**config.mk**
```make
export PLATFORM = sky130hd
export DESIGN_NAME = cat_top
export DESIGN_NICKNAME = d
export VERILOG_FILES = /design/src/verilog/cat_pkg.sv /design/src/verilog/cat_top.sv /design/src/verilog/cat_event_latch.sv /design/src/verilog/cat_thermal_limit.sv
export VERILOG_INCLUDE_DIRS = /design/src /design/src/verilog
export SDC_FILE = /design/constraint.sdc
export NUM_CORES = 1
export LEC_CHECK = 0
export BUFFER_PORTS_ARGS = -buffer_cell sky130_fd_sc_hd__buf_2
export CAP_MARGIN = 20
export CORE_UTILIZATION = 43
export DETAILED_ROUTE_END_ITERATION = 8
export PLACE_DENSITY = 0.59
export REMOVE_ABC_BUFFERS = 1
export SLEW_MARGIN = 20
export SYNTH_ARGS = -nofsm -noshare
export SYNTH_HDL_FRONTEND = slang
export SYNTH_SLANG_ARGS = --single-unit
```
**constraint.sdc**
```tcl
create_clock -name mclk -period 100.4 [get_ports mclk]
set_clock_uncertainty 0.2 [all_clocks]
set_input_delay 10.04 -clock mclk [delete_from_list [all_inputs] [get_ports mclk]]
set_output_delay 10.04 -clock mclk [all_outputs]
set_load 0.02 [all_outputs]
```
**src/verilog/cat_defs.svh**
```systemverilog
// Command codes, field positions, widths and reset values of the alert block.
`ifndef CAT_DEFS_SVH
`define CAT_DEFS_SVH

// Command codes of the registers.
`define CAT_CMD_STATE_EN 8'h0E
`define CAT_CMD_STATUS_EN 8'h0F
`define CAT_CMD_TH_START 8'h10
`define CAT_CMD_TH_END 8'h11
`define CAT_CMD_CONFIG 8'h14

// Register widths.
`define CAT_STATE_EN_W 13
`define CAT_STATUS_EN_W 6
`define CAT_CONFIG_W 6

// Reset values.
`define CAT_STATE_EN_RST 13'h0000
`define CAT_STATUS_EN_RST 6'h00
`define CAT_TH_START_RST 16'h45E9
`define CAT_TH_END_RST 16'h46D2
`define CAT_CONFIG_RST 6'h00

// Fields of the charger-state enable register.
`define CAT_ST_BAT_SHORT 0
`define CAT_ST_BAT_MISSING 1
`define CAT_ST_SUSPENDED 8

// Fields of the charge-status enable register.
`define CAT_CS_CV 0
`define CAT_CS_CC 1
`define CAT_CS_IIN 2
`define CAT_CS_UVCL 3
`define CAT_CS_THERMAL 4
`define CAT_CS_ILIM 5

// Field of the configuration register.
`define CAT_CFG_SUSPEND 5

// Charge-current code at full scale.
`define CAT_ICHG_FULL 5'h1F

`endif

```
**src/verilog/cat_pkg.sv**
```systemverilog
// Types shared by the alert block modules.
package cat_pkg;

   // Conditions that can raise an alert, one bit each.
   typedef struct packed {
      logic suspended;
      logic ilim;
      logic thermal;
      logic uvcl;
      logic iin;
      logic cc;
      logic cv;
      logic bat_missing;
      logic bat_short;
   } cat_cond_t;

   // One register write from the host port.
   typedef struct packed {
      logic [7:0] cmd;
      logic [15:0] data;
   } cat_wr_t;

endpackage : cat_pkg

```
**src/verilog/cat_top.sv**
```systemverilog
// Charger alert enables, alert latching and thermal charge-current cap.
//
// Overview of operation
// RQ1 - Alert on missing battery when enabled.
// RQ2 - Alert on shorted battery when enabled.
// RQ3 - Six-bit charge-status alert enable register.
// RQ4 - Alert on current-limit flag when enabled.
// RQ5 - Dropout without regulating loop sets current-limit flag.
// RQ6 - Alert while thermal regulation cuts current.
// RQ7 - Alert when undervoltage loop takes control.
// RQ8 - Alert when input-current loop takes control.
// RQ9 - Alert when constant-current loop takes control.
// RQ10 - Alert when constant-voltage loop takes control.
// RQ11 - Signed thermal start threshold, default 17897.
// RQ12 - Signed thermal end threshold, default 18130.
// RQ13 - Cap falls linearly 31 to 0.
// RQ14 - Config register; top bit suspends charging.
// RQ15 - Host sets suspend carefully; deadlock risk.
// RQ16 - Thirteen-bit charger-state alert enable register.
// RQ17 - Latch enabled events; alert until cleared.
`timescale 1ns/1ps
`include "cat_defs.svh"
module cat_top
   import cat_pkg::*;
#(
   parameter int TEMP_W = 16
)
(
   input wire logic mclk,
   input wire logic resetn,
   // Register port, one command code per access.
   input wire logic [7:0] reg_cmd,
   input wire logic reg_wr,
   input wire logic [15:0] reg_wdata,
   input wire logic reg_rd,
   output logic [15:0] reg_rdata_q,
   output logic reg_rvalid_q,
   // Charger conditions, levels.
   input wire logic bat_missing_fault,
   input wire logic bat_short_fault,
   input wire logic sense_over_limit,
   input wire logic regulator_dropout,
   input wire logic vin_uvcl_active,
   input wire logic iin_limit_active,
   input wire logic cc_loop_active,
   input wire logic cv_loop_active,
   // Die temperature and requested charge-current code.
   input wire logic signed [TEMP_W-1:0] die_temp,
   input wire logic [4:0] charge_current_req,
   // Host clears latched events, one bit each.
   input wire logic [8:0] event_clear,
   // Results.
   output logic [8:0] event_status_q,
   output logic smbalert_n_q,
   output logic ilim_active_q,
   output logic thermal_active_q,
   output logic [4:0] icharge_code_q,
   output logic suspend_charger_q
);

   if (TEMP_W != 16) begin : g_chk
      $error("cat_top registers hold a 16-bit die temperature");
   end

   // Every register must fit the 16-bit data port, and the suspend
   // field must sit inside the configuration register.
   if (`CAT_STATE_EN_W > 16 || `CAT_STATUS_EN_W > 16 || `CAT_CONFIG_W > 16 ||
       `CAT_CFG_SUSPEND >= `CAT_CONFIG_W) begin : g_chk_regs
      $error("cat_top register fields do not fit the data port");
   end

   // Timing at a glance, counted in mclk edges from the edge that
   // first samples an input change:
   //  - a register write lands at that edge and reads back at once;
   //  - read data and its valid pulse stand one cycle after the strobe;
   //  - a fault or loop input latches at that edge and shows on the
   //    status and alert outputs one edge later;
   //  - the current-limit and thermal flags are registered first, so
   //    their events latch one edge later than the raw inputs do;
   //  - the suspend output follows the configuration bit by one edge,
   //    and its event follows the suspend output by one more edge.
   // Events are caught on the rising edge of a condition, so a host
   // that enables an alert while its condition already holds sees no
   // alert until the condition drops and returns.

   // Register storage. Each register keeps only its own width; bits
   // above it are dropped on write and read back as zero.
   logic [`CAT_STATE_EN_W-1:0] state_en_q;
   logic [`CAT_STATUS_EN_W-1:0] status_en_q;
   logic [15:0] th_start_q;
   logic [15:0] th_end_q;
   logic [`CAT_CONFIG_W-1:0] config_q;

   // Host write request gathered into one carrier, which keeps the
   // command code and data of one access side by side.
   cat_wr_t wr;

   // Read path.
   logic [15:0] rdata_d;

   // Condition and enable vectors for the latches, both in the bit
   // order of the status output.
   cat_cond_t cond;
   cat_cond_t enable;
   logic [8:0] status;

   // Thermal path.
   logic [4:0] th_cap;
   logic loop_regulating;

   // One write hit per register; at most one is true per access.
   logic hit_state_en;
   logic hit_status_en;
   logic hit_th_start;
   logic hit_th_end;
   logic hit_config;

   assign wr.cmd = reg_cmd;
   assign wr.data = reg_wdata;

   // The command code of a write is decoded once, in one place, so an
   // unmapped code can never reach any register.
   assign hit_state_en = reg_wr && (wr.cmd == `CAT_CMD_STATE_EN);
   assign hit_status_en = reg_wr && (wr.cmd == `CAT_CMD_STATUS_EN);
   assign hit_th_start = reg_wr && (wr.cmd == `CAT_CMD_TH_START);
   assign hit_th_end = reg_wr && (wr.cmd == `CAT_CMD_TH_END);
   assign hit_config = reg_wr && (wr.cmd == `CAT_CMD_CONFIG);

   // Charger-state alert enable register. All thirteen bits are kept;
   // only the two battery bits and the suspend bit act in this block.
   always_ff @(posedge mclk or negedge resetn)
   begin
      if (!resetn)
         state_en_q <= `CAT_STATE_EN_RST; // RQ16
      else if (hit_state_en)
         state_en_q <= wr.data[`CAT_STATE_EN_W-1:0]; // RQ16
   end

   // Charge-status alert enable register, one enable bit for each
   // charge-status condition.
   always_ff @(posedge mclk or negedge resetn)
   begin
      if (!resetn)
         status_en_q <= `CAT_STATUS_EN_RST; // RQ3
      else if (hit_status_en)
         status_en_q <= wr.data[`CAT_STATUS_EN_W-1:0]; // RQ3
   end

   // Thermal regulation start threshold, signed. A write acts on the
   // cap in the very next cycle.
   always_ff @(posedge mclk or negedge resetn)
   begin
      if (!resetn)
         th_start_q <= `CAT_TH_START_RST; // RQ11
      else if (hit_th_start)
         th_start_q <= wr.data; // RQ11
   end

   // Thermal regulation end threshold, signed. Nothing orders the two
   // thresholds; an inverted pair turns the slope into a hard step.
   always_ff @(posedge mclk or negedge resetn)
   begin
      if (!resetn)
         th_end_q <= `CAT_TH_END_RST; // RQ12
      else if (hit_th_end)
         th_end_q <= wr.data; // RQ12
   end

   // Configuration register; only the suspend bit acts here.
   always_ff @(posedge mclk or negedge resetn)
   begin
      if (!resetn)
         config_q <= `CAT_CONFIG_RST; // RQ14
      else if (hit_config)
         config_q <= wr.data[`CAT_CONFIG_W-1:0]; // RQ14
   end

   // Read multiplexer; unmapped codes and unused high bits read zero.
   // It looks at the command code alone, so a write and a read in the
   // same cycle return the value from before the write.
   always_comb
   begin
      rdata_d = 16'h0000;
      case (reg_cmd)
         `CAT_CMD_STATE_EN:
            rdata_d = 16'(state_en_q);
         `CAT_CMD_STATUS_EN:
            rdata_d = 16'(status_en_q);
         `CAT_CMD_TH_START:
            rdata_d = th_start_q;
         `CAT_CMD_TH_END:
            rdata_d = th_end_q;
         `CAT_CMD_CONFIG:
            rdata_d = 16'(config_q);
         default:
            rdata_d = 16'h0000;
      endcase
   end

   // Read data is presented one cycle after the read strobe and holds
   // until the next read, so a slow host may still pick it up late.
   always_ff @(posedge mclk or negedge resetn)
   begin
      if (!resetn)
         reg_rdata_q <= 16'h0000;
      else if (reg_rd)
         reg_rdata_q <= rdata_d;
   end

   // Read valid is a one-cycle pulse that answers each read strobe.
   always_ff @(posedge mclk or negedge resetn)
   begin
      if (!resetn)
         reg_rvalid_q <= 1'b0;
      else
         reg_rvalid_q <= reg_rd;
   end

   // Suspend bit drives the charger through one flop after the register.
   // Suspending may starve a battery-powered bus of its supply.
   // The host must keep a way to clear it that needs no battery.
   always_ff @(posedge mclk or negedge resetn)
   begin
      if (!resetn)
         suspend_charger_q <= 1'b0;
      else
         suspend_charger_q <= config_q[`CAT_CFG_SUSPEND]; // RQ14
   end

   // A loop that regulates rules out an unregulated dropout.
   // Dropout with a loop in control is normal and raises nothing.
   assign loop_regulating = vin_uvcl_active | iin_limit_active |
                            cc_loop_active | cv_loop_active;

   // Safety current-limit flag: sense over threshold, or dropout
   // with no feedback loop in control.
   // Either cause points at a board fault rather than a normal
   // charge phase, so the flag is kept as a plain level.
   always_ff @(posedge mclk or negedge resetn)
   begin
      if (!resetn)
         ilim_active_q <= 1'b0;
      else
         ilim_active_q <= sense_over_limit | // RQ4
                          (regulator_dropout & ~loop_regulating); // RQ5
   end

   // Thermal cap from die temperature and the two thresholds.
   // The cap is combinational; it is registered below together with
   // the request, so a die-temperature change and a new request line up.
   cat_thermal_limit #(
      .TEMP_W(TEMP_W)
   ) u_thermal (
      .die_temp(die_temp),
      .start_temp($signed(th_start_q)),
      .end_temp($signed(th_end_q)),
      .cap(th_cap)
   );

   // Charge-current code is the lesser of request and cap, so the cap
   // can only pull the charger down, never push it above the request.
   always_ff @(posedge mclk or negedge resetn)
   begin
      if (!resetn)
         icharge_code_q <= 5'h00;
      else if (th_cap < charge_current_req)
         icharge_code_q <= th_cap; // RQ13
      else
         icharge_code_q <= charge_current_req;
   end

   // Thermal regulation is active while the cap is what holds the
   // code down; a cap equal to the request does not count.
   always_ff @(posedge mclk or negedge resetn)
   begin
      if (!resetn)
         thermal_active_q <= 1'b0;
      else
         thermal_active_q <= (th_cap < charge_current_req); // RQ6
   end

   // Conditions in latch order. The thermal and current-limit ones are
   // the registered flags, so their events lag the raw inputs by one
   // more cycle.
   always_comb
   begin
      cond.bat_short = bat_short_fault; // RQ2
      cond.bat_missing = bat_missing_fault; // RQ1
      cond.cv = cv_loop_active; // RQ10
      cond.cc = cc_loop_active; // RQ9
      cond.iin = iin_limit_active; // RQ8
      cond.uvcl = vin_uvcl_active; // RQ7
      cond.thermal = thermal_active_q; // RQ6
      cond.ilim = ilim_active_q; // RQ4
      cond.suspended = suspend_charger_q;
   end

   // Enables taken from the two enable registers. Charger-state bit 8
   // guards the suspend event; enabling late does not catch a level
   // that is already held.
   always_comb
   begin
      enable.bat_short = state_en_q[`CAT_ST_BAT_SHORT]; // RQ2
      enable.bat_missing = state_en_q[`CAT_ST_BAT_MISSING]; // RQ1
      enable.cv = status_en_q[`CAT_CS_CV]; // RQ10
      enable.cc = status_en_q[`CAT_CS_CC]; // RQ9
      enable.iin = status_en_q[`CAT_CS_IIN]; // RQ8
      enable.uvcl = status_en_q[`CAT_CS_UVCL]; // RQ7
      enable.thermal = status_en_q[`CAT_CS_THERMAL]; // RQ6
      enable.ilim = status_en_q[`CAT_CS_ILIM]; // RQ4
      enable.suspended = state_en_q[`CAT_ST_SUSPENDED];
   end

   // Sticky event latches. A new event in the clearing cycle wins, so
   // no event is ever lost to a clear.
   cat_event_latch #(
      .N(9)
   ) u_events (
      .mclk(mclk),
      .resetn(resetn),
      .cond(cond),
      .enable(enable),
      .clear(event_clear),
      .status_q(status)
   );

   // Latched events are shown to the host one cycle after they set.
   always_ff @(posedge mclk or negedge resetn)
   begin
      if (!resetn)
         event_status_q <= 9'h000;
      else
         event_status_q <= status; // RQ17
   end

   // The alert line stays low while any latched event waits for the
   // host; it is taken from the same latches as the status, so the
   // two outputs never disagree.
   always_ff @(posedge mclk or negedge resetn)
   begin
      if (!resetn)
         smbalert_n_q <= 1'b1;
      else
         smbalert_n_q <= ~(|status); // RQ17
   end

endmodule : cat_top

```
**src/verilog/cat_event_latch.sv**
```systemverilog
// Sticky per-event latches set on a rising, enabled condition.
`timescale 1ns/1ps
module cat_event_latch
   import cat_pkg::*;
#(
   parameter int N = 9
)
(
   input wire logic mclk,
   input wire logic resetn,
   input wire logic [N-1:0] cond,
   input wire logic [N-1:0] enable,
   input wire logic [N-1:0] clear,
   output logic [N-1:0] status_q
);

   logic [N-1:0] cond_q;

   if (N < 1) begin : g_chk
      $error("cat_event_latch needs at least one event");
   end

   // Each event remembers its condition and latches its rising edge.
   for (genvar i = 0; i < N; i++) begin : g_ev
      always_ff @(posedge mclk or negedge resetn)
      begin
         if (!resetn) begin
            cond_q[i] <= 1'b0;
            status_q[i] <= 1'b0;
         end else begin
            cond_q[i] <= cond[i];
            // A new event in the clearing cycle wins over the clear.
            if (cond[i] && !cond_q[i] && enable[i])
               status_q[i] <= 1'b1; // RQ17
            else if (clear[i])
               status_q[i] <= 1'b0;
         end
      end
   end

endmodule : cat_event_latch

```
**src/verilog/cat_thermal_limit.sv**
```systemverilog
// Linear charge-current cap between two signed die-temperature thresholds.
`timescale 1ns/1ps
`include "cat_defs.svh"
module cat_thermal_limit
   import cat_pkg::*;
#(
   parameter int TEMP_W = 16
)
(
   input wire logic signed [TEMP_W-1:0] die_temp,
   input wire logic signed [TEMP_W-1:0] start_temp,
   input wire logic signed [TEMP_W-1:0] end_temp,
   output logic [4:0] cap
);

   logic [TEMP_W:0] num;
   logic [TEMP_W:0] span;
   logic [TEMP_W+5:0] prod;
   logic [TEMP_W+5:0] quo;

   if (TEMP_W < 2) begin : g_chk
      $error("cat_thermal_limit needs a temperature of two bits or more");
   end

   // Full scale below start, zero past end, a straight line between.
   always_comb
   begin
      num = '0;
      span = '0;
      prod = '0;
      quo = '0;
      cap = `CAT_ICHG_FULL;
      if (die_temp <= start_temp)
         cap = `CAT_ICHG_FULL; // RQ13
      else if (die_temp >= end_temp)
         cap = 5'h00; // RQ13
      else begin
         // Here start < temp < end, so both differences are positive.
         num = (TEMP_W+1)'(end_temp) - (TEMP_W+1)'(die_temp);
         span = (TEMP_W+1)'(end_temp) - (TEMP_W+1)'(start_temp);
         prod = (TEMP_W+6)'(num) * (TEMP_W+6)'(`CAT_ICHG_FULL);
         quo = prod / (TEMP_W+6)'(span);
         cap = quo[4:0]; // RQ13
      end
   end

endmodule : cat_thermal_limit

```
==> flow_metrics.env <==
export IMPL_status="completed"
export IMPL_hold_viol=0
export IMPL_place_hpwl_mm=54.1
export IMPL_relSlewSlack=0.312
export IMPL_cts_resized=0
export IMPL_coreArea_sq_mm=0.0488
export IMPL_required_ns=100.43
export IMPL_antenna_found_initial=0
export IMPL_io_buffers=100
export IMPL_path_max_fanout=25
export IMPL_num_rows=81
export IMPL_drv_slew=0
export IMPL_fmax_ghz=0.0141
export IMPL_grt_usage=0.262
export IMPL_wl_per_cell_um=19.7
export IMPL_synth_top_area_share=0.196
export IMPL_antenna_left=0
export IMPL_whs_ns=0.181
export IMPL_end_kind="flip-flop"
export IMPL_instances_no_fill=3436
export IMPL_synth_ff_type="dfrtp_1"
export IMPL_arrival_ns=70.96
export IMPL_area_growth_pct=7.77
export IMPL_async_flop_share=1.00
export IMPL_floorplan_initialDensity=0.435
export IMPL_grt_max_degree=75
export IMPL_die_area_sq_mm=0.0503
export IMPL_grt_pass1_vias=20000
export IMPL_viasPerCell=6.02
export IMPL_ys_seq_elements=110
export IMPL_critPathMaxStageDelay_ns=0.84
export IMPL_cts_hold_buf=0
export IMPL_synthCells=2688
export IMPL_ios=101
export IMPL_drt_pre_antenna_iters=6
export IMPL_grt_first_pass_wirelength_mm=106
export IMPL_drt_iter0_markers=1526
export IMPL_layout_min_cycle_time_ns=70.93
export IMPL_seq_area_frac_synth=0.131
export IMPL_tritoncts_num_sinks=110
export IMPL_setup_violations=0
export IMPL_fin_nets=3197
export IMPL_yosys_area_top_type="ha_1"
export IMPL_root_buffer="clkbuf_16"
export IMPL_period_share=0.706
export IMPL_dp_cells=3420
export IMPL_max_cap_violations=0
export IMPL_diodes=0
export IMPL_drc_errors=0
export IMPL_synth_area_sq_mm=0.0212
export IMPL_tightest_slew_ns=1.03
export IMPL_synth_edf_count=0
export IMPL_vias=20700
export IMPL_synth_area_leaders="ha_1 (20%), dfrtp_1 (11%), mux2_2 (5.8%)"
export IMPL_ys_warn_count=0
export IMPL_rsz0062_at_grt="false"
export IMPL_post_cts_setup_buffer_count=0
export IMPL_synthDistinctLibCells=101
export IMPL_hold_path_class="reg -> reg"
export IMPL_crit_top_cell="ha_1"
export IMPL_clock_path_buffers=2
export IMPL_cts_buffers=9
export IMPL_htree_levels=3
export IMPL_crit_buf_inv=10
export IMPL_clkTransAtPathRegs_ns=0.08
export IMPL_finalWeightedCongestion=0.937
export IMPL_drive_gt1_frac=0.120
export IMPL_drt_wl_total_mm=67.5
export IMPL_cts_tree="yes"
export IMPL_cpLargestDelayFamily="compound AO/OA/AOI/OAI gates"
export IMPL_grt_overflow_total=0
export IMPL_clk_latency_ns=0.35
export IMPL_cp_start_kind="input pin"
export IMPL_die_h_um=224
export IMPL_die_w_um=224
export IMPL_cp_slowest_cell="o311ai_0"
export IMPL_avgSynthCellArea_sq_um=7.90
export IMPL_crit_type="in -> reg"
export IMPL_setup_tns_ns=0
## per-stage QoR
step / worst slack, ns / utilization / area [sq um]
finish: 29.47 / 0.468 / 22900
floorplan: 37.24 / - / 21000
global placement: 31.58 / 0.462 / 22600
global route: 24.17 / 0.468 / 22900
CTS: 30.29 / 0.468 / 22900
detailed placement: 30.09 / 0.462 / 22600
## layer usage
layer  GRT usage  wire length (um)  vias to the layer above
met5           0                 0                        -
li1            -                 -                    10100
met2       0.438             30700                      634
met1       0.363             31700                     9871
met3      0.0213              3530                       95
met4      0.0687              1620                        0
## final timing paths
path                       slack, ns  cells after the start                               end                        startpoint
min reg2reg                     0.18                      0       event_status_q[8]$_DFF_PN0_  u_events.status_q[8]$_DFFE_PN0P_
max in group asynchronous      89.28                      2          th_end_q[13]$_DFFE_PN0P_                            resetn
min in group asynchronous       9.43                      1  u_events.status_q[7]$_DFFE_PN0P_                            resetn
max                            29.47                    243       icharge_code_q[2]$_DFF_PN0_                       die_temp[1]
max reg2reg                    38.81                    241       icharge_code_q[2]$_DFF_PN0_           th_end_q[1]$_DFFE_PN1P_
min                             0.18                      0       event_status_q[8]$_DFF_PN0_  u_events.status_q[8]$_DFFE_PN0P_
## worst register-to-register path: cells and delay by family, from the launching register on
family | cells | cell delay [ns]
AOI/OAI and AO/OA | 135 | 32.21
and+or+nand+nor | 63 | 15.90
adders and majority gates | 27 | 8.39
muxes | 6 | 1.88
buffers and inverters | 8 | 1.51
xor gates and xnor gates | 2 | 0.82
DFF | 1 | 0.58
## cells in the final DEF (no fill, tap or decap), drive strengths merged, types with 18 or more instances in the layout
cell / n
a211oi: 27
inv: 170
mux2i: 22
o211ai: 30
o31ai: 31
fa: 31
mux2: 116
nand4: 21
o21a: 61
a21boi: 21
o21ai: 193
or2: 22
a31oi: 38
nor2: 224
a21oi: 203
or3: 33
nand2: 195
nor3: 71
nand3: 65
a21o: 92
and2: 25
and3: 20
nor4: 18
dfrtp: 94
buf: 129
nand2b: 30
nor2b: 45
xnor2: 109
xor2: 71
ha: 333
## cell type report
class	instances	area, sq um
inverter	168	631
multi-input combinational	2349	17600
sequential	110	2770
fill	4846	26000
clock inverter	6	81.3
timing repair buffer	129	721
tap	664	831
clock buffer	10	229
## cells in the mapped netlist (all sizes together), types with 8 or more instances
cell    count
nand3      65
o22ai      10
nor2      224
mux2      116
fa         31
and2       25
nor3       71
buf        13
a21boi     21
xor2       71
o21ai     193
ha        333
nor4       18
o211ai     30
nand2b     30
o31ai      31
or2        22
o21bai     16
and3       20
a21o       92
nand3b     16
xnor2     109
o211a       8
a31oi      38
o31a        9
dfstp      16
a21oi     203
nor2b      45
o21a       61
a22oi      16
nand2     195
nor3b       8
dfrtp      94
clkbuf     48
mux2i      22
or3        33
inv       168
nand4      21
a211oi     27
## cells by family (layout without fill, tap and decap cells)
family / count (synthesis) / after routing / synth area share
AO/OA/AOI/OAI: 848 / 848 / 0.265
flip-flops: 110 / 110 / 0.131
XOR/XNOR: 180 / 180 / 0.0746
AND/OR/NAND/NOR: 817 / 817 / 0.189
adder cells (fa/ha/maj): 366 / 366 / 0.226
multiplexers: 138 / 138 / 0.0724
buffers and inverters: 229 / 313 / 0.0417
## state kept, by name, indices dropped and copies added (netlist names)
register and flops:
u_events.cond_q 9, event_status_q 9, config_q 6, status_en_q 6, th_end_q 16, state_en_q 13
reg_rvalid_q 1, icharge_code_q 5, thermal_active_q 1, smbalert_n_q 1, th_start_q 16, ilim_active_q 1
u_events.status_q 9, reg_rdata_q 16, suspend_charger_q 1
Power is not shown: default switching activity piles up to over one toggle a cycle in this logic, so the estimate is an artifact.
